**src/core/phy_tx_pkg.sv**
```systemverilog
// constants and types shared by the mac transmit input block
// ----------------------------------------------------------------------
// Behaviour
// - Full-width mode takes data and enable on the transmit clock rise.
// - Full-width mode moves one 4-bit nibble per transfer at 25 MHz.
// - Reduced mode takes data and enable on the reference clock rise.
// - Reduced mode moves one 2-bit dibit per transfer at 50 MHz.
// - The mode strap is caught after each reset and held until the next.
// ----------------------------------------------------------------------
package phy_tx_pkg;
   localparam int NIBBLE_W = 4;
   localparam int DIBIT_W = 2;
   localparam int FIFO_DEPTH = 4;
   localparam int FIFO_W = NIBBLE_W + 1;
   localparam int MII_RATE_MHZ = 25;
   localparam int RMII_RATE_MHZ = 50;
   localparam int CLK_RATE_MHZ = 250;
   // strap level that selects the reduced interface
   localparam logic STRAP_RMII = 1'h1;
   localparam logic MODE_RST = 1'h0;
   localparam logic [NIBBLE_W-1:0] NIBBLE_RST = 4'h0;
   localparam logic [DIBIT_W-1:0] DIBIT_RST = 2'h0;
   localparam logic [FIFO_W-1:0] END_MARK = 5'h1_0;

   typedef enum logic [1:0] {
      ST_IDLE  = 2'b00,
      ST_FRAME = 2'b01,
      ST_CLOSE = 2'b11
   } tx_state_t;
endpackage

```
**src/core/phy_mac_transmit_input.sv**
```systemverilog
// mac-facing transmit input: samples nibbles or dibits, hands nibbles on
`timescale 1ns/1ns
module phy_mac_transmit_input (
   input wire logic clk_i,
   input wire logic rst_n_i,
   input wire logic txclk_i,
   input wire logic ref_clk_i,
   input wire logic [3:0] txd_i,
   input wire logic txen_i,
   input wire logic reduced_interface_select_strap_i,
   output logic [3:0] tx_data_o,
   output logic tx_end_o,
   output logic tx_valid_o,
   input wire logic tx_ready_i,
   output logic rmii_mode_o,
   output logic overflow_o
);
   // ----------------------------------------------------------------------
   // pin synchronisers, three stages each
   // ----------------------------------------------------------------------
   logic [2:0] txclk_s_r;
   logic [2:0] refclk_s_r;
   logic [2:0] txen_s_r;
   logic [2:0] strap_s_r;
   logic [3:0] txd_s1_r;
   logic [3:0] txd_s2_r;
   logic [3:0] txd_s3_r;

   always_ff @(posedge clk_i or negedge rst_n_i) begin
      if (!rst_n_i) begin
         txclk_s_r <= '0;
         refclk_s_r <= '0;
         txen_s_r <= '0;
         strap_s_r <= '0;
         txd_s1_r <= phy_tx_pkg::NIBBLE_RST;
         txd_s2_r <= phy_tx_pkg::NIBBLE_RST;
         txd_s3_r <= phy_tx_pkg::NIBBLE_RST;
      end else begin
         txclk_s_r <= {txclk_s_r[1:0], txclk_i};
         refclk_s_r <= {refclk_s_r[1:0], ref_clk_i};
         txen_s_r <= {txen_s_r[1:0], txen_i};
         strap_s_r <= {strap_s_r[1:0], reduced_interface_select_strap_i};
         txd_s1_r <= txd_i;
         txd_s2_r <= txd_s1_r;
         txd_s3_r <= txd_s2_r;
      end
   end

   // ----------------------------------------------------------------------
   // filtered levels: a change counts once stages two and three agree
   // ----------------------------------------------------------------------
   logic txclk_lvl_r;
   logic refclk_lvl_r;
   logic txen_lvl_r;
   logic [3:0] txd_lvl_r;
   logic mii_rise;
   logic ref_rise;

   always_ff @(posedge clk_i or negedge rst_n_i) begin
      if (!rst_n_i) begin
         txclk_lvl_r <= 1'h0;
         refclk_lvl_r <= 1'h0;
         txen_lvl_r <= 1'h0;
         txd_lvl_r <= phy_tx_pkg::NIBBLE_RST;
      end else begin
         if (txclk_s_r[1] == txclk_s_r[2]) begin
            txclk_lvl_r <= txclk_s_r[2];
         end
         if (refclk_s_r[1] == refclk_s_r[2]) begin
            refclk_lvl_r <= refclk_s_r[2];
         end
         if (txen_s_r[1] == txen_s_r[2]) begin
            txen_lvl_r <= txen_s_r[2];
         end
         if (txd_s2_r == txd_s3_r) begin
            txd_lvl_r <= txd_s3_r;
         end
      end
   end

   // the levels held before this cycle's update are the pre-edge values,
   // so data that the mac changes right at the edge is not picked up
   assign mii_rise = txclk_s_r[1] && txclk_s_r[2] && !txclk_lvl_r;
   assign ref_rise = refclk_s_r[1] && refclk_s_r[2] && !refclk_lvl_r;

   // ----------------------------------------------------------------------
   // mode strap, caught once after each reset release
   // ----------------------------------------------------------------------
   logic strap_done_r;
   logic mode_rmii_r;
   logic [2:0] strap_fill_r;

   // the stages hold reset zeros at first: the strap is trusted only once
   // three edges have pushed the pin itself through all of them
   always_ff @(posedge clk_i or negedge rst_n_i) begin
      if (!rst_n_i) begin
         strap_fill_r <= '0;
      end else begin
         strap_fill_r <= {strap_fill_r[1:0], 1'b1};
      end
   end

   always_ff @(posedge clk_i or negedge rst_n_i) begin
      if (!rst_n_i) begin
         strap_done_r <= 1'h0;
         mode_rmii_r <= phy_tx_pkg::MODE_RST;
      end else if (!strap_done_r && strap_fill_r[2]
         && strap_s_r[1] == strap_s_r[2]) begin
         strap_done_r <= 1'h1;
         mode_rmii_r <= (strap_s_r[2] == phy_tx_pkg::STRAP_RMII);
      end
   end

   assign rmii_mode_o = mode_rmii_r;

   // ----------------------------------------------------------------------
   // frame control
   // ----------------------------------------------------------------------
   phy_tx_pkg::tx_state_t state_r;
   phy_tx_pkg::tx_state_t state_nxt;
   logic sel_rise;
   logic take;
   logic half_r;
   logic [1:0] half_data_r;
   logic wr_valid;
   logic [phy_tx_pkg::FIFO_W-1:0] wr_data;
   logic fifo_ready;
   logic overflow_r;

   // the mode picks which clock's edge samples the bus
   assign sel_rise = strap_done_r
      && (mode_rmii_r ? ref_rise : mii_rise);
   // nothing is taken while the enable is low
   assign take = sel_rise && txen_lvl_r
      && (state_r != phy_tx_pkg::ST_CLOSE);

   always_comb begin
      state_nxt = state_r;
      case (state_r)
         phy_tx_pkg::ST_IDLE: begin
            if (take) begin
               state_nxt = phy_tx_pkg::ST_FRAME;
            end
         end
         phy_tx_pkg::ST_FRAME: begin
            if (sel_rise && !txen_lvl_r) begin
               state_nxt = phy_tx_pkg::ST_CLOSE;
            end
         end
         phy_tx_pkg::ST_CLOSE: begin
            if (fifo_ready) begin
               state_nxt = phy_tx_pkg::ST_IDLE;
            end
         end
         default: begin
            state_nxt = phy_tx_pkg::ST_IDLE;
         end
      endcase
   end

   always_ff @(posedge clk_i or negedge rst_n_i) begin
      if (!rst_n_i) begin
         state_r <= phy_tx_pkg::ST_IDLE;
      end else begin
         state_r <= state_nxt;
      end
   end

   // first dibit of a pair is held; an odd dibit at frame end is dropped
   always_ff @(posedge clk_i or negedge rst_n_i) begin
      if (!rst_n_i) begin
         half_r <= 1'h0;
         half_data_r <= phy_tx_pkg::DIBIT_RST;
      end else if (state_r == phy_tx_pkg::ST_CLOSE) begin
         half_r <= 1'h0;
      end else if (take && mode_rmii_r) begin
         half_r <= !half_r;
         if (!half_r) begin
            half_data_r <= txd_lvl_r[1:0];
         end
      end
   end

   always_comb begin
      wr_valid = 1'b0;
      wr_data = phy_tx_pkg::END_MARK;
      if (state_r == phy_tx_pkg::ST_CLOSE) begin
         wr_valid = 1'b1;
      end else if (take && mode_rmii_r) begin
         wr_valid = half_r;
         wr_data = {1'b0, txd_lvl_r[1:0], half_data_r};
      end else if (take) begin
         wr_valid = 1'b1;
         wr_data = {1'b0, txd_lvl_r};
      end
   end

   // a nibble that meets a full fifo is lost; the flag stays up until the
   // next frame begins, a loss in that same cycle keeping it set
   always_ff @(posedge clk_i or negedge rst_n_i) begin
      if (!rst_n_i) begin
         overflow_r <= 1'h0;
      end else if (wr_valid && !fifo_ready
         && state_r != phy_tx_pkg::ST_CLOSE) begin
         overflow_r <= 1'h1;
      end else if (take && state_r == phy_tx_pkg::ST_IDLE) begin
         overflow_r <= 1'h0;
      end
   end

   assign overflow_o = overflow_r;

   // ----------------------------------------------------------------------
   // buffer toward the transmit path
   // ----------------------------------------------------------------------
   logic [phy_tx_pkg::FIFO_W-1:0] rd_data;

   tx_fifo #(
      .WIDTH(phy_tx_pkg::FIFO_W),
      .DEPTH(phy_tx_pkg::FIFO_DEPTH)
   ) u_fifo (
      .clk_i(clk_i),
      .rst_n_i(rst_n_i),
      .in_valid_i(wr_valid),
      .in_ready_o(fifo_ready),
      .in_data_i(wr_data),
      .out_valid_o(tx_valid_o),
      .out_ready_i(tx_ready_i),
      .out_data_o(rd_data)
   );

   assign tx_data_o = rd_data[3:0];
   assign tx_end_o = rd_data[4];
endmodule

```
**src/core/tx_fifo.sv**
```systemverilog
// small synchronous fifo with valid and ready on both sides
`timescale 1ns/1ns
module tx_fifo #(
   parameter int WIDTH = phy_tx_pkg::FIFO_W,
   parameter int DEPTH = phy_tx_pkg::FIFO_DEPTH
) (
   input wire logic clk_i,
   input wire logic rst_n_i,
   input wire logic in_valid_i,
   output logic in_ready_o,
   input wire logic [WIDTH-1:0] in_data_i,
   output logic out_valid_o,
   input wire logic out_ready_i,
   output logic [WIDTH-1:0] out_data_o
);
   localparam int AW = (DEPTH > 1) ? $clog2(DEPTH) : 1;
   localparam logic [AW:0] DEPTH_C = (AW+1)'(DEPTH);

   logic [WIDTH-1:0] mem_r [DEPTH];
   logic [AW-1:0] wr_ptr_r;
   logic [AW-1:0] rd_ptr_r;
   logic [AW:0] count_r;
   logic push;
   logic pop;

   assign in_ready_o = (count_r != DEPTH_C);
   assign out_valid_o = (count_r != '0);
   assign push = in_valid_i && in_ready_o;
   assign pop = out_valid_o && out_ready_i;
   assign out_data_o = mem_r[rd_ptr_r];

   // ----------------------------------------------------------------------
   // storage
   // ----------------------------------------------------------------------
   always_ff @(posedge clk_i or negedge rst_n_i) begin
      if (!rst_n_i) begin
         for (int i = 0; i < DEPTH; i++) begin
            mem_r[i] <= '0;
         end
      end else if (push) begin
         mem_r[wr_ptr_r] <= in_data_i;
      end
   end

   // ----------------------------------------------------------------------
   // pointers and fill level
   // ----------------------------------------------------------------------
   always_ff @(posedge clk_i or negedge rst_n_i) begin
      if (!rst_n_i) begin
         wr_ptr_r <= '0;
         rd_ptr_r <= '0;
         count_r <= '0;
      end else begin
         if (push) begin
            wr_ptr_r <= (wr_ptr_r == AW'(DEPTH-1)) ? '0 : wr_ptr_r + 1'b1;
         end
         if (pop) begin
            rd_ptr_r <= (rd_ptr_r == AW'(DEPTH-1)) ? '0 : rd_ptr_r + 1'b1;
         end
         if (push && !pop) begin
            count_r <= count_r + 1'b1;
         end else if (pop && !push) begin
            count_r <= count_r - 1'b1;
         end
      end
   end
endmodule

```
**config.mk**
```make
export PLATFORM = sky130hd
export DESIGN_NAME = phy_mac_transmit_input
export DESIGN_NICKNAME = d
export VERILOG_FILES = /design/src/core/phy_tx_pkg.sv /design/src/core/phy_mac_transmit_input.sv /design/src/core/tx_fifo.sv
export SDC_FILE = /design/constraint.sdc
export NUM_CORES = 1
export LEC_CHECK = 0
export ABC_AREA = 1
export BUFFER_PORTS_ARGS = -buffer_cell sky130_fd_sc_hd__buf_2
export CAP_MARGIN = 10
export CORE_MARGIN = 1
export CORE_UTILIZATION = 53
export CTS_CLUSTER_DIAMETER = 80
export DETAILED_ROUTE_END_ITERATION = 8
export GPL_TIMING_DRIVEN = 1
export PLACE_DENSITY = 0.83
export SLEW_MARGIN = 40
export SYNTH_ARGS = -nofsm -noshare
export SYNTH_HDL_FRONTEND = slang
export SYNTH_SLANG_ARGS = --single-unit
```
**constraint.sdc**
```tcl
create_clock -name clk_i -period 2.5 [get_ports clk_i]
set_clock_uncertainty 0.2 [all_clocks]
set_input_delay 0.25 -clock clk_i [delete_from_list [all_inputs] [get_ports clk_i]]
set_output_delay 0.25 -clock clk_i [all_outputs]
set_load 0.01 [all_outputs]
```
==> results.md, run 1 <==
Pwr:
- In this run the static leakage power is between 1.5 and 2 nW.
- The power density of the placed cells is between 1000 and 1500 mW/mm^2.
- IR analysis of the VDD net gives a maximum drop of 0.0005649 V.

Synthesis:
- Of the synthesized area, sequential elements account for 59.25%.
- Synthesis produced a netlist whose cell count is between 200 and 300.
- The synthesized netlist contains 35 unique library cells.
- After synthesis the cells add up to 0.002914 sq mm.
- A synthesized cell averages 10.52 sq um.
- Counting every net in the synthesized netlist gives around 300.
- The total of flip-flops plus latches after synthesis is 69.
- For this run, the number of Yosys warnings is 0.

Setup path:
- The number of cells on the worst reg-to-reg path is 13.
- The master of the slowest instance on the critical path is sky130_fd_sc_hd__fa_1.
- The class of the most critical setup path is flop to flop.
- In this design, the largest share of critical-path delay is due to adder cells.
- The startpoint of the worst-slack reg-to-reg timing path is refclk_s_r[2]$_DFF_PN0_.
- The arrival time reported for the critical path endpoint is 2.43 ns.
- The critical path contains buffers and inverters numbering 2 combined.
- The worst register-to-register path has a setup slack of 0.10 ns.
- In this design, the stage delay of the slowest critical-path cell is just over 0.4 ns.
- The highest net fanout along the worst path is 4.
- The data required time of the critical path is between 2 and 3 ns.
- STA classifies the critical path endpoint as a flop.
- The critical path starts at refclk_s_r[2]$_DFF_PN0_.
- Walking the worst path, the cells encountered are ha_2 -> nand3_4 -> nand2_4 -> o2111ai_4 -> nand2_4 -> nand2_2 -> inv_1 -> ha_1 -> inv_1 -> fa_1 -> a21oi_2 -> o21ai_1 -> xor2_1.
- The critical path runs through a total of 13 cells.
- The critical path launch point type is a flop.

Clock tree:
- The clock drives just under 70 sinks.
- The insertion delay of the later-clocked pin in the worst-skew pair is between 0.3 and 0.4 ns.
- The clock root buffer master is sky130_fd_sc_hd__clkbuf_8.
- The buffer levels on the longest clock path is 2.
- The clock transition at the register clock pins on the worst setup and hold paths after CTS is 0.07 ns.
- In this run, CTS created clock tree buffers numbering 9.
- The H-tree depth is 3.
- TritonCTS built the clock tree.

Run status:
- The flow ran to the end, and the final reports show no timing, DRC or antenna violations.

Global routing:
- The pin count of the biggest net entering global routing is 64.
- The initial antenna violation count is 0.
- The first global-routing pass estimated just under 9000 um of wire.
- Global routing used approximately a fifth of the available tracks.
- The via count of the first global-routing pass is about 2,000.
- Global routing finished with a remaining overflow of 0.

Worst hold path:
- The path category of the worst min-delay check is input pin to asynchronous set/reset pin.

Floorplanning:
- The core region is 0.005205 sq mm.
- The die width is approximately 76 um.
- The initial standard-cell utilization of the core is a little under three fifths.
- During I/O placement, the number of pins put on the boundary was 19.
- The die footprint is a little under 0.006 sq mm.
- The die is around 76 um tall.
- The floorplan has 26 rows.

Finish:
- The net count reported at finish is ~330.
- Cells fill between 60 and 70% of the core in the end.
- The filler cell count is just over 400.
- The most frequent standard cell in the layout excluding fill and tap cells is sky130_fd_sc_hd__dfrtp_1.
- The antenna diode count is 0.
- The top cell types in the final layout, fill and taps aside, are sky130_fd_sc_hd__dfrtp_1, sky130_fd_sc_hd__nand2_1, sky130_fd_sc_hd__nor2_1, sky130_fd_sc_hd__nand4_1, sky130_fd_sc_hd__inv_1.
- From synthesis to final layout, the design area changed by 16.53%.
- The fraction of layout cells with a size suffix above 1 is 19.50%.
- After the flow finishes, the layout carries non-filler instances totaling about 390.

Timing:
- The hold violation count in the final report was 0.
- The final critical path time including I/O delays and setup is between 2 and 2.5 ns.
- The post-route worst hold slack is between 0.08 and 0.09 ns.
- The share of the cycle needed by the critical path after routing is between 90% and 100%.
- The max-slew violation count is 0.
- The final setup violation count is 0.
- The maximum clock frequency is 416.7 MHz.

Route:
- The starting DRC count in detailed routing is ~130.
- The vias after detailed routing is between 2,000 and 2,500.
- Wires add up to around 5300 um.
- For this run, the detailed router's first-pass iteration total came to 4.
- The average routed wire per standard cell is 13.76 um.
- The mean number of vias per cell is between 5 and 6.
- In the routed design, unresolved DRC markers number 0.
- In this run the remaining antenna-violating nets after routing total 0.

Placement:
- Counting tap cells, the placed design contains a total of 361 instances.
- Detailed placement finished with a half-perimeter wire length of approximately 3600 um.
- During placement, the flow inserted port buffers numbering 18.
- Routability-driven placement finished with a final weighted congestion of 0.7900.

Run:
- The max-capacitance violation count is 0.
==> layer usage <==
layer / vias up / wire length (um) / part of all wire (%) / global-route usage (%)
li1: 993 / - / - / -
met1: 959 / 2320 / 43 / 23.26
met2: 43 / 2756 / 52 / 34.64
met3: 9 / 170 / 3.2 / 4.431
met4: 0 / 90 / 1.7 / 10.77
met5: - / 0 / 0 / 0
==> cell type report <==
cell class | instances | area (sq um) | share of cell area (%)
clock buffer | 12 | 165.2 | 4.864
tap | 70 | 87.58 | 2.579
clock inverter | 3 | 43.79 | 1.290
inverter | 21 | 78.83 | 2.321
sequential | 69 | 1728 | 50.88
timing repair buffer | 34 | 245.2 | 7.222
multi-input combinational | 179 | 1047 | 30.84
==> final timing paths <==
kind | end
max | u_fifo.count_r[2]$_DFFE_PN0P_
min | u_fifo.mem_r[2]$_DFFE_PN0P_
max reg2reg | u_fifo.count_r[2]$_DFFE_PN0P_
min reg2reg | refclk_s_r[1]$_DFF_PN0_
max in group asynchronous | rmii_mode_o$_DFFE_PN0P_
min in group clk_i | u_fifo.rd_ptr_r[1]$_DFFE_PN0P_
==> timing repair <==
action,CTS,global route
setup buffers,0,3
resized for setup,0,4
hold buffers,9,0
endpoints found under the setup margin,0,1
hold endpoints to repair,77,0
==> synth_stat cells <==
master	count	share of area, %
sky130_fd_sc_hd__nand3_4	1	0.60
sky130_fd_sc_hd__a21oi_2	1	0.30
sky130_fd_sc_hd__xnor2_1	5	1.5
sky130_fd_sc_hd__o2111ai_4	1	0.90
sky130_fd_sc_hd__o21a_1	1	0.26
sky130_fd_sc_hd__ha_1	8	3.4
sky130_fd_sc_hd__nand2_2	1	0.21
sky130_fd_sc_hd__nand2_1	60	7.7
sky130_fd_sc_hd__nor2_1	21	2.7
sky130_fd_sc_hd__o211ai_1	1	0.26
sky130_fd_sc_hd__a21boi_0	1	0.26
sky130_fd_sc_hd__nand4_1	21	4.5
sky130_fd_sc_hd__buf_1	2	0.26
sky130_fd_sc_hd__nor2_2	3	0.64
sky130_fd_sc_hd__buf_6	2	0.77
sky130_fd_sc_hd__a21oi_4	1	0.56
sky130_fd_sc_hd__o22ai_1	5	1.1
sky130_fd_sc_hd__inv_2	1	0.13
sky130_fd_sc_hd__o21ai_1	1	0.17
sky130_fd_sc_hd__a21oi_1	9	1.5
sky130_fd_sc_hd__buf_8	2	1.0
sky130_fd_sc_hd__nand3_2	5	1.7
sky130_fd_sc_hd__o21ai_0	20	3.4
sky130_fd_sc_hd__fa_1	1	0.69
sky130_fd_sc_hd__nand2_4	2	0.77
sky130_fd_sc_hd__xor2_1	1	0.30
sky130_fd_sc_hd__inv_1	20	2.6
sky130_fd_sc_hd__conb_1	1	0.13
sky130_fd_sc_hd__maj3_1	1	0.34
sky130_fd_sc_hd__nand3_1	1	0.17
sky130_fd_sc_hd__dfrtp_1	69	59
sky130_fd_sc_hd__clkbuf_1	2	0.26
sky130_fd_sc_hd__mux2_2	2	0.77
sky130_fd_sc_hd__nor3_1	3	0.52
sky130_fd_sc_hd__or2_2	1	0.21
==> per-stage QoR <==
step / area (sq um) / setup slack (ns) / total power, mW / setup TNS, ns
3_3_place_gp: 3067 / 0.1884 / 2.446 / 0
5_1_grt: 3396 / -0.01041 / 3.681 / -0.01041
4_1_cts: 3366 / 0.09557 / 3.460 / 0
6_report: 3396 / 0.1001 / 3.473 / 0
2_1_floorplan: 2914 / 0.1469 / 2.232 / 0
3_5_place_dp: 3067 / 0.1138 / 2.504 / 0
==> state kept, by name (all words and copies together) (netlist names), 3 cells and up <==
name / flops
u_fifo.mem_r: 20
txd_lvl_r: 4
txd_s1_r: 4
txd_s2_r: 4
txd_s3_r: 4
refclk_s_r: 3
strap_fill_r: 3
strap_s_r: 3
txclk_s_r: 3
txen_s_r: 3
u_fifo.count_r: 3
==> logic make-up after synthesis <==
logic type	after synthesis	share of synthesized area, %
DFF	69	59.25
buffers and inverters	29	5.024
xor gates and xnor gates	6	1.803
and+or+nand+nor	119	19.79
adders and majority gates	10	4.466
muxes	2	0.7728
AOI/OAI and AO/OA	41	8.760
other	1	0.1287
==> power breakdown <==
part,internal (mW),switching (mW)
logic,0.397,0.620
registers,1.33,0.189
clock network,0.537,0.401
Note: power is estimated with default switching activity, not from simulation.
==> run 2: changes to the inputs <==
- MAX_ROUTING_LAYER: not set -> met4
==> results.md, run 2 (synthesis results as in run 1) <==
Run status:
- Status: finished, final reports clean (unchanged).

Route:
- The average routed wire per standard cell came to 13.66 um (was 13.76 um).
- The mean number of vias per cell is 5.106 (was 5.165).
- The total routed wire length on the met1 layer is 2300 um (was 2320 um).
- The post-route antenna net violation count was 0 (unchanged).
- The vias after detailed routing is 1,981 (was 2,004).
- The detailed-routed wire length on met3 is 128 um (was 170 um).
- The number of detailed-route iterations in the first pass is 4 (unchanged).
- The top metal layer carrying routed signals is met4 (unchanged).
- The final routed DRC violation total is 0 (unchanged).
- The routed length on met2 is 2777 um (was 2756 um).
- The starting DRC count in detailed routing is 126 (was 133).
- The routed wire length is 5299 um (was 5337 um).

Pwr:
- The leakage power is 1.645 nW (unchanged).
- The largest vdd supply drop came to 0.0005682 V (was 0.0005649 V).
- The total power was 3.470 mW (was 3.473 mW).
- The power density of the placed cells came to 1022 mW/mm^2 (was 1023 mW/mm^2).

Global routing:
- The wire length of the first global-routing pass is 8873 um (was 8887 um).
- The initial antenna violation count is 0 (unchanged).
- The overall track demand over capacity in global routing is 20.68% (was 20.03%).
- The pin count of the biggest net entering global routing is 64 (unchanged).
- The final global-route overflow total came to 0 (unchanged).
- The via count of the first global-routing pass came to 1,943 (unchanged).

Timing:
- The hold violation count in the final report is 0 (unchanged).
- The final critical path time including I/O delays and setup was 2.395 ns (was 2.400 ns).
- The maximum clock frequency is 417.6 MHz (was 416.7 MHz).
- The max-slew violation count is 0 (unchanged).
- The final setup violation count is 0 (unchanged).
- The share of the cycle needed by the critical path after routing is 95.80% (was 96.00%).

Setup path:
- The arrival time reported for the critical path endpoint is 2.42 ns (was 2.43 ns).
- The highest net fanout along the worst path is 4 (unchanged).
- The worst setup path startpoint is refclk_s_r[2]$_DFF_PN0_ (unchanged).
- The largest stage delay on the critical path is 0.41 ns (about the same).
- Worst-path cell chain: ha_2 -> nand3_4 -> nand2_4 -> o2111ai_4 -> nand2_4 -> nand2_2 -> inv_1 -> ha_1 -> inv_1 -> fa_1 -> a21oi_2 -> o21ai_1 -> xor2_1 (unchanged).
- The worst path buffer plus inverter count is 2 (unchanged).
- The data required time of the critical path is 2.52 ns (was 2.53 ns).
- The critical path launch point type is a flop (unchanged).
- The largest delay contributor family on the critical path is adder cells (unchanged).
- The class of the most critical setup path is flop to flop (unchanged).
- The startpoint of the worst-slack reg-to-reg timing path is refclk_s_r[2]$_DFF_PN0_ (unchanged).
- The master of the slowest instance on the critical path is sky130_fd_sc_hd__fa_1 (unchanged).
- The capturing element type of the critical path is a flop (unchanged).

Worst hold path:
- The path category of the worst min-delay check is input pin to asynchronous set/reset pin (unchanged).

Floorplanning:
- The initial standard-cell utilization of the core is 55.99% (unchanged).
- The die width is 76.15 um (unchanged).
- The total core area was 0.005205 sq mm (unchanged).
- The number of primary I/O pins is 19 (unchanged).
- The die footprint is 0.005799 sq mm (unchanged).
- The cell row count is 26 (unchanged).
- The height of the die is 76.15 um (unchanged).

Clock tree:
- The buffer levels on the longest clock path is 2 (unchanged).
- The insertion delay of the later-clocked pin in the worst-skew pair came to 0.34 ns (about the same).
- The clock transition at the register clock pins on the worst setup and hold paths after CTS is 0.07 ns (about the same).
- The clock root buffer master is sky130_fd_sc_hd__clkbuf_8 (unchanged).
- The number of clock sinks is 69 (unchanged).
- The number of clock buffers inserted by TritonCTS was 9 (unchanged).
- The H-tree depth came to 3 (unchanged).
- The TritonCTS clock tree is yes (unchanged).

Placement:
- The estimated wirelength of the detail-placed design is 3631 um (unchanged).
- The cell area after placement is 0.003067 sq mm (unchanged).
- The placed instance count is 361 (unchanged).
- The number of buffer cells added on primary ports is 18 (unchanged).
- The placer's final routability congestion estimate was 0.8011 (was 0.7900).

Finish:
- The growth of design area from synthesis to finish is 16.53% (unchanged).
- The register containing the most flip-flops in the final layout was u_fifo.mem_r (unchanged).
- The flip-flop count of the largest register, all copies and words added came to 20 (unchanged).
- Commonest cells after routing, fill and taps aside: sky130_fd_sc_hd__dfrtp_1, sky130_fd_sc_hd__nand2_1, sky130_fd_sc_hd__nor2_1, sky130_fd_sc_hd__nand4_1, sky130_fd_sc_hd__inv_1 (unchanged).
- The fraction of layout cells with a size suffix above 1 was 19.50% (unchanged).
- The number of cells in the finished layout apart from fillers is 388 (unchanged).
- The filler cell count was 408 (unchanged).
- The final cell area excluding filler cells came to 0.003396 sq mm (unchanged).
- The net count reported at finish came to 334 (unchanged).
- The most frequent standard cell in the layout excluding fill and tap cells is sky130_fd_sc_hd__dfrtp_1 (unchanged).
- The antenna diode count is 0 (unchanged).
- The post-layout utilization of the core came to 65.24% (unchanged).

Run:
- The max-capacitance violation count is 0 (unchanged).
-- run 2: worst reg2reg max path, stage by stage, from the launching register on --
cell and delay [ns]:
sky130_fd_sc_hd__dfrtp_1 0.36, sky130_fd_sc_hd__ha_2 0.21, sky130_fd_sc_hd__nand3_4 0.09, sky130_fd_sc_hd__nand2_4 0.10
sky130_fd_sc_hd__o2111ai_4 0.11, sky130_fd_sc_hd__nand2_4 0.09, sky130_fd_sc_hd__nand2_2 0.07, sky130_fd_sc_hd__inv_1 0.08
sky130_fd_sc_hd__ha_1 0.14, sky130_fd_sc_hd__inv_1 0.07, sky130_fd_sc_hd__fa_1 0.41, sky130_fd_sc_hd__a21oi_2 0.15
sky130_fd_sc_hd__o21ai_1 0.08, sky130_fd_sc_hd__xor2_1 0.14
-- run 2: layout make-up --
| cell class | instances | area [sq um] | share of cell area, % |
|---|---|---|---|
| clock buffer | 12 | 165.2 | 4.864 |
| clock inverter | 3 | 43.79 | 1.290 |
| inverter | 21 | 78.83 | 2.321 |
| multi-input combinational | 179 | 1047 | 30.84 |
| sequential | 69 | 1728 | 50.88 |
| tap | 70 | 87.58 | 2.579 |
| timing repair buffer | 34 | 245.2 | 7.222 |
-- run 2: layer usage --
metal	track usage, %	vias to the layer above
met3	5.509	10
met1	23.42	954
li1	-	991
met5	-	-
met2	34.36	26
met4	9.615	0
-- run 2: path summary, 6_finish.rpt --
check                           cells after the start                        endpoint  slack, ns
worst max register to register                     13   u_fifo.count_r[2]$_DFFE_PN0P_       0.11
min in group clk_i                                  4  u_fifo.rd_ptr_r[1]$_DFFE_PN0P_       0.11
worst min register to register                      0         refclk_s_r[1]$_DFF_PN0_       0.15
worst max-delay path                               13   u_fifo.count_r[2]$_DFFE_PN0P_       0.11
worst min-delay path                                2     u_fifo.mem_r[2]$_DFFE_PN0P_       0.09
max in group asynchronous                           3     u_fifo.mem_r[5]$_DFFE_PN0P_       1.44
-- run 2: through the flow --
stage,TNS (ns),hold WS [ns],setup slack [ns]
CTS,0,0.07447,0.09557
floorplan,0,-0.2456,0.1469
global route,-0.01069,0.09481,-0.01069
finish,0,0.09025,0.1051
detailed placement,0,-0.08778,0.1138
global placement,0,-0.09117,0.1884
-- run 2: where the power goes --
group / total [mW] / internal [mW] / switching, mW / leakage, nW
sequential: 1.52 / 1.33 / 0.189 / 0.854
combinational: 1.02 / 0.397 / 0.619 / 0.683
clock: 0.935 / 0.537 / 0.398 / 0.108
-- run 2: repair_timing --
item                                    in CTS  in global routing
hold buffers                                 9                  0
setup buffers                                0                  3
endpoints found under the hold margin       77                  0
endpoints found under the setup margin       0                  1
resized for setup                            0                  4
==> run 3: changes to the inputs <==
- BUFFER_PORTS_ARGS: -buffer_cell sky130_fd_sc_hd__buf_2 -> not set
- CORE_UTILIZATION: 53 -> 56
- DONT_BUFFER_PORTS: not set -> 1
==> results.md, run 3 (synthesis results as in run 1) <==
Finish:
- The flip-flop count of the largest register, all copies and words added is 20 (unchanged).
- Commonest cells after routing, fill and taps aside: sky130_fd_sc_hd__dfrtp_1, sky130_fd_sc_hd__nand2_1, sky130_fd_sc_hd__nor2_1, sky130_fd_sc_hd__nand4_1, sky130_fd_sc_hd__o21ai_0 (was sky130_fd_sc_hd__dfrtp_1, sky130_fd_sc_hd__nand2_1, sky130_fd_sc_hd__nor2_1, sky130_fd_sc_hd__nand4_1, sky130_fd_sc_hd__inv_1).
- The growth of design area from synthesis to finish is 13.05% (was 16.53%).
- The filler cell count came to 356 (was 408).
- The most frequent standard cell in the layout excluding fill and tap cells was sky130_fd_sc_hd__dfrtp_1 (unchanged).
- The fraction of layout cells with a size suffix above 1 was 15.61% (was 19.50%).
- The net count reported at finish is 316 (was 334).
- The antenna diode count was 0 (unchanged).
- The post-layout utilization of the core is 67.95% (was 65.24%).
- The register containing the most flip-flops in the final layout is u_fifo.mem_r (unchanged).
- The final cell area excluding filler cells was 0.003294 sq mm (was 0.003396 sq mm).

Run status:
- Status: finished, final reports clean (unchanged).

Route:
- The average routed wire per standard cell is 13.65 um (was 13.66 um).
- The number of detailed-route iterations in the first pass is 4 (unchanged).
- The starting DRC count in detailed routing came to 151 (was 126).
- The routed wire length is 5025 um (was 5299 um).
- The vias after detailed routing came to 1,959 (was 1,981).
- The final routed DRC violation total is 0 (unchanged).
- The mean number of vias per cell is 5.323 (was 5.106).
- The post-route antenna net violation count was 0 (unchanged).

Placement:
- The cell area after placement is 0.002960 sq mm (was 0.003067 sq mm).
- The number of buffer cells added on primary ports came to 0 (was 18).
- The placer's final routability congestion estimate is 0.8676 (was 0.8011).
- The estimated wirelength of the detail-placed design is 3360 um (was 3631 um).

Timing:
- The hold violation count in the final report came to 0 (unchanged).
- The sum of negative setup slack came to 0 ns (unchanged).
- The maximum clock frequency is 423.8 MHz (was 417.6 MHz).
- The post-route worst hold slack is 0.1511 ns (was 0.09025 ns).
- Setup repair after global routing left no endpoint under its margin.
- The max-slew violation count was 0 (unchanged).
- The final critical path time including I/O delays and setup is 2.360 ns (was 2.395 ns).
- The final setup violation count is 0 (unchanged).
- The share of the cycle needed by the critical path after routing came to 94.38% (was 95.80%).

Pwr:
- The part of the power in the clock network is 25.2% (was 27.0%).
- The switching part of the total power was 37.95% (was 34.78%).
- The switching power is 1.252 mW (was 1.207 mW).
- The sequential power share is 46.2% (was 43.8%).
- The leakage power came to 1.557 nW (was 1.645 nW).
- The largest vdd supply drop is 0.0006986 V (was 0.0005682 V).
- The internal power is 2.048 mW (was 2.263 mW).
- The total power is 3.300 mW (was 3.470 mW).
- The part of the power in combinational logic is 28.6% (was 29.3%).
- The power density of the placed cells was 1002 mW/mm^2 (was 1022 mW/mm^2).

Clock tree:
- The buffer levels on the longest clock path came to 2 (unchanged).
- The clock root buffer master was sky130_fd_sc_hd__clkbuf_8 (unchanged).
- The TritonCTS clock tree is yes (unchanged).
- The insertion delay of the later-clocked pin in the worst-skew pair is 0.34 ns (about the same).
- The clock transition at the register clock pins on the worst setup and hold paths after CTS is 0.08 ns (was 0.07 ns).
- The number of clock buffers inserted by TritonCTS was 9 (unchanged).
- The H-tree depth is 3 (unchanged).
- The number of clock sinks is 69 (unchanged).

Setup path:
- The arrival time reported for the critical path endpoint came to 2.38 ns (was 2.42 ns).
- The capturing element type of the critical path is a flop (unchanged).
- The critical path launch point type is a flop (unchanged).
- The highest net fanout along the worst path was 4 (unchanged).
- The data required time of the critical path is 2.52 ns (about the same).
- The class of the most critical setup path is flop to flop (unchanged).

Global routing:
- The via count of the first global-routing pass is 1,919 (was 1,943).
- The pin count of the biggest net entering global routing is 70 (was 64).
- The initial antenna violation count is 0 (unchanged).
- The final global-route overflow total is 0 (unchanged).
- The wire length of the first global-routing pass is 8562 um (was 8873 um).
- The overall track demand over capacity in global routing is 22.07% (was 20.68%).

Floorplanning:
- The number of primary I/O pins is 19 (unchanged).
- The cell row count was 25 (was 26).
- The height of the die is 74.14 um (was 76.15 um).
- The die footprint is 0.005496 sq mm (was 0.005799 sq mm).
- The total core area came to 0.004848 sq mm (was 0.005205 sq mm).
- The die width is 74.14 um (was 76.15 um).
- The initial standard-cell utilization of the core is 60.10% (was 55.99%).

Worst hold path:
- The path category of the worst min-delay check is flop to flop (was input pin to asynchronous set/reset pin).

Run:
- The max-capacitance violation count came to 0 (unchanged).
run 3: final cells by class:
class                   count  area [sq um]  area share (%)
flip-flops and latches     69          1727           52.41
multi-input cells         179          1054           31.98
repair buffers             16         165.2           5.013
clock buffers               9         123.9           3.760
well taps                  67         83.83           2.545
inverters                  21         78.83           2.393
clock inverters             7         62.56           1.899
run 3: layer usage:
metal | share of wire [%] | GRT usage [%]
met1 | 46 | 27.73
met2 | 49 | 34.24
met3 | 3.6 | 5.556
met4 | 1.4 | 9.188
met5 | 0 | -
run 3: metrics by stage:
stage          setup slack [ns]  std cells
2_1_floorplan            0.1469        277
4_1_cts                0.002604        367
6_report                 0.1404        368
5_1_grt                0.008417        368
3_5_place_dp           0.003734        340
3_3_place_gp             0.1887        340
run 3: power groups by stage:
stage               sequential [mW]  clock [mW]  combinational [mW]
floorplan                      1.48           0               0.751
global placement               1.53           0               0.846
detailed placement             1.54           0               0.882
CTS                            1.52       0.851               0.928
global route                   1.56       0.898                1.08
finish                         1.52       0.831               0.944
run 3: worst paths after layout:
check                                                  to  slack [ns]  cells after the start                    start
setup / recovery            u_fifo.count_r[2]$_DFFE_PN0P_        0.14                     13  refclk_s_r[2]$_DFF_PN0_
hold / removal                     strap_s_r[1]$_DFF_PN0_        0.15                      0   strap_s_r[0]$_DFF_PN0_
setup reg to reg            u_fifo.count_r[2]$_DFFE_PN0P_        0.14                     13  refclk_s_r[2]$_DFF_PN0_
hold reg to reg                    strap_s_r[1]$_DFF_PN0_        0.15                      0   strap_s_r[0]$_DFF_PN0_
max in group asynchronous  u_fifo.wr_ptr_r[0]$_DFFE_PN0P_        1.58                      2                  rst_n_i
min in group asynchronous          strap_s_r[0]$_DFF_PN0_        0.25                      2                  rst_n_i
run 3: what timing repair did:
item | CTS | global route
resized for setup | 1 | 6
setup endpoints to repair | 1 | 1
hold endpoints to repair | 78 | 0
pin swaps | 0 | 5
hold buffers | 11 | 0
setup buffers | 0 | 1
run 3: worst max-delay path: stages, from the launching register on:
cell and delay (ns):
sky130_fd_sc_hd__dfrtp_1 0.38, sky130_fd_sc_hd__ha_2 0.20, sky130_fd_sc_hd__nand3_4 0.08, sky130_fd_sc_hd__nand2_4 0.09, sky130_fd_sc_hd__o2111ai_4 0.11, sky130_fd_sc_hd__nand2_4 0.10, sky130_fd_sc_hd__nand2_2 0.08, sky130_fd_sc_hd__inv_2 0.06
sky130_fd_sc_hd__ha_1 0.14, sky130_fd_sc_hd__inv_2 0.06, sky130_fd_sc_hd__fa_2 0.38, sky130_fd_sc_hd__a21oi_2 0.16, sky130_fd_sc_hd__o21ai_2 0.07, sky130_fd_sc_hd__xor2_1 0.14
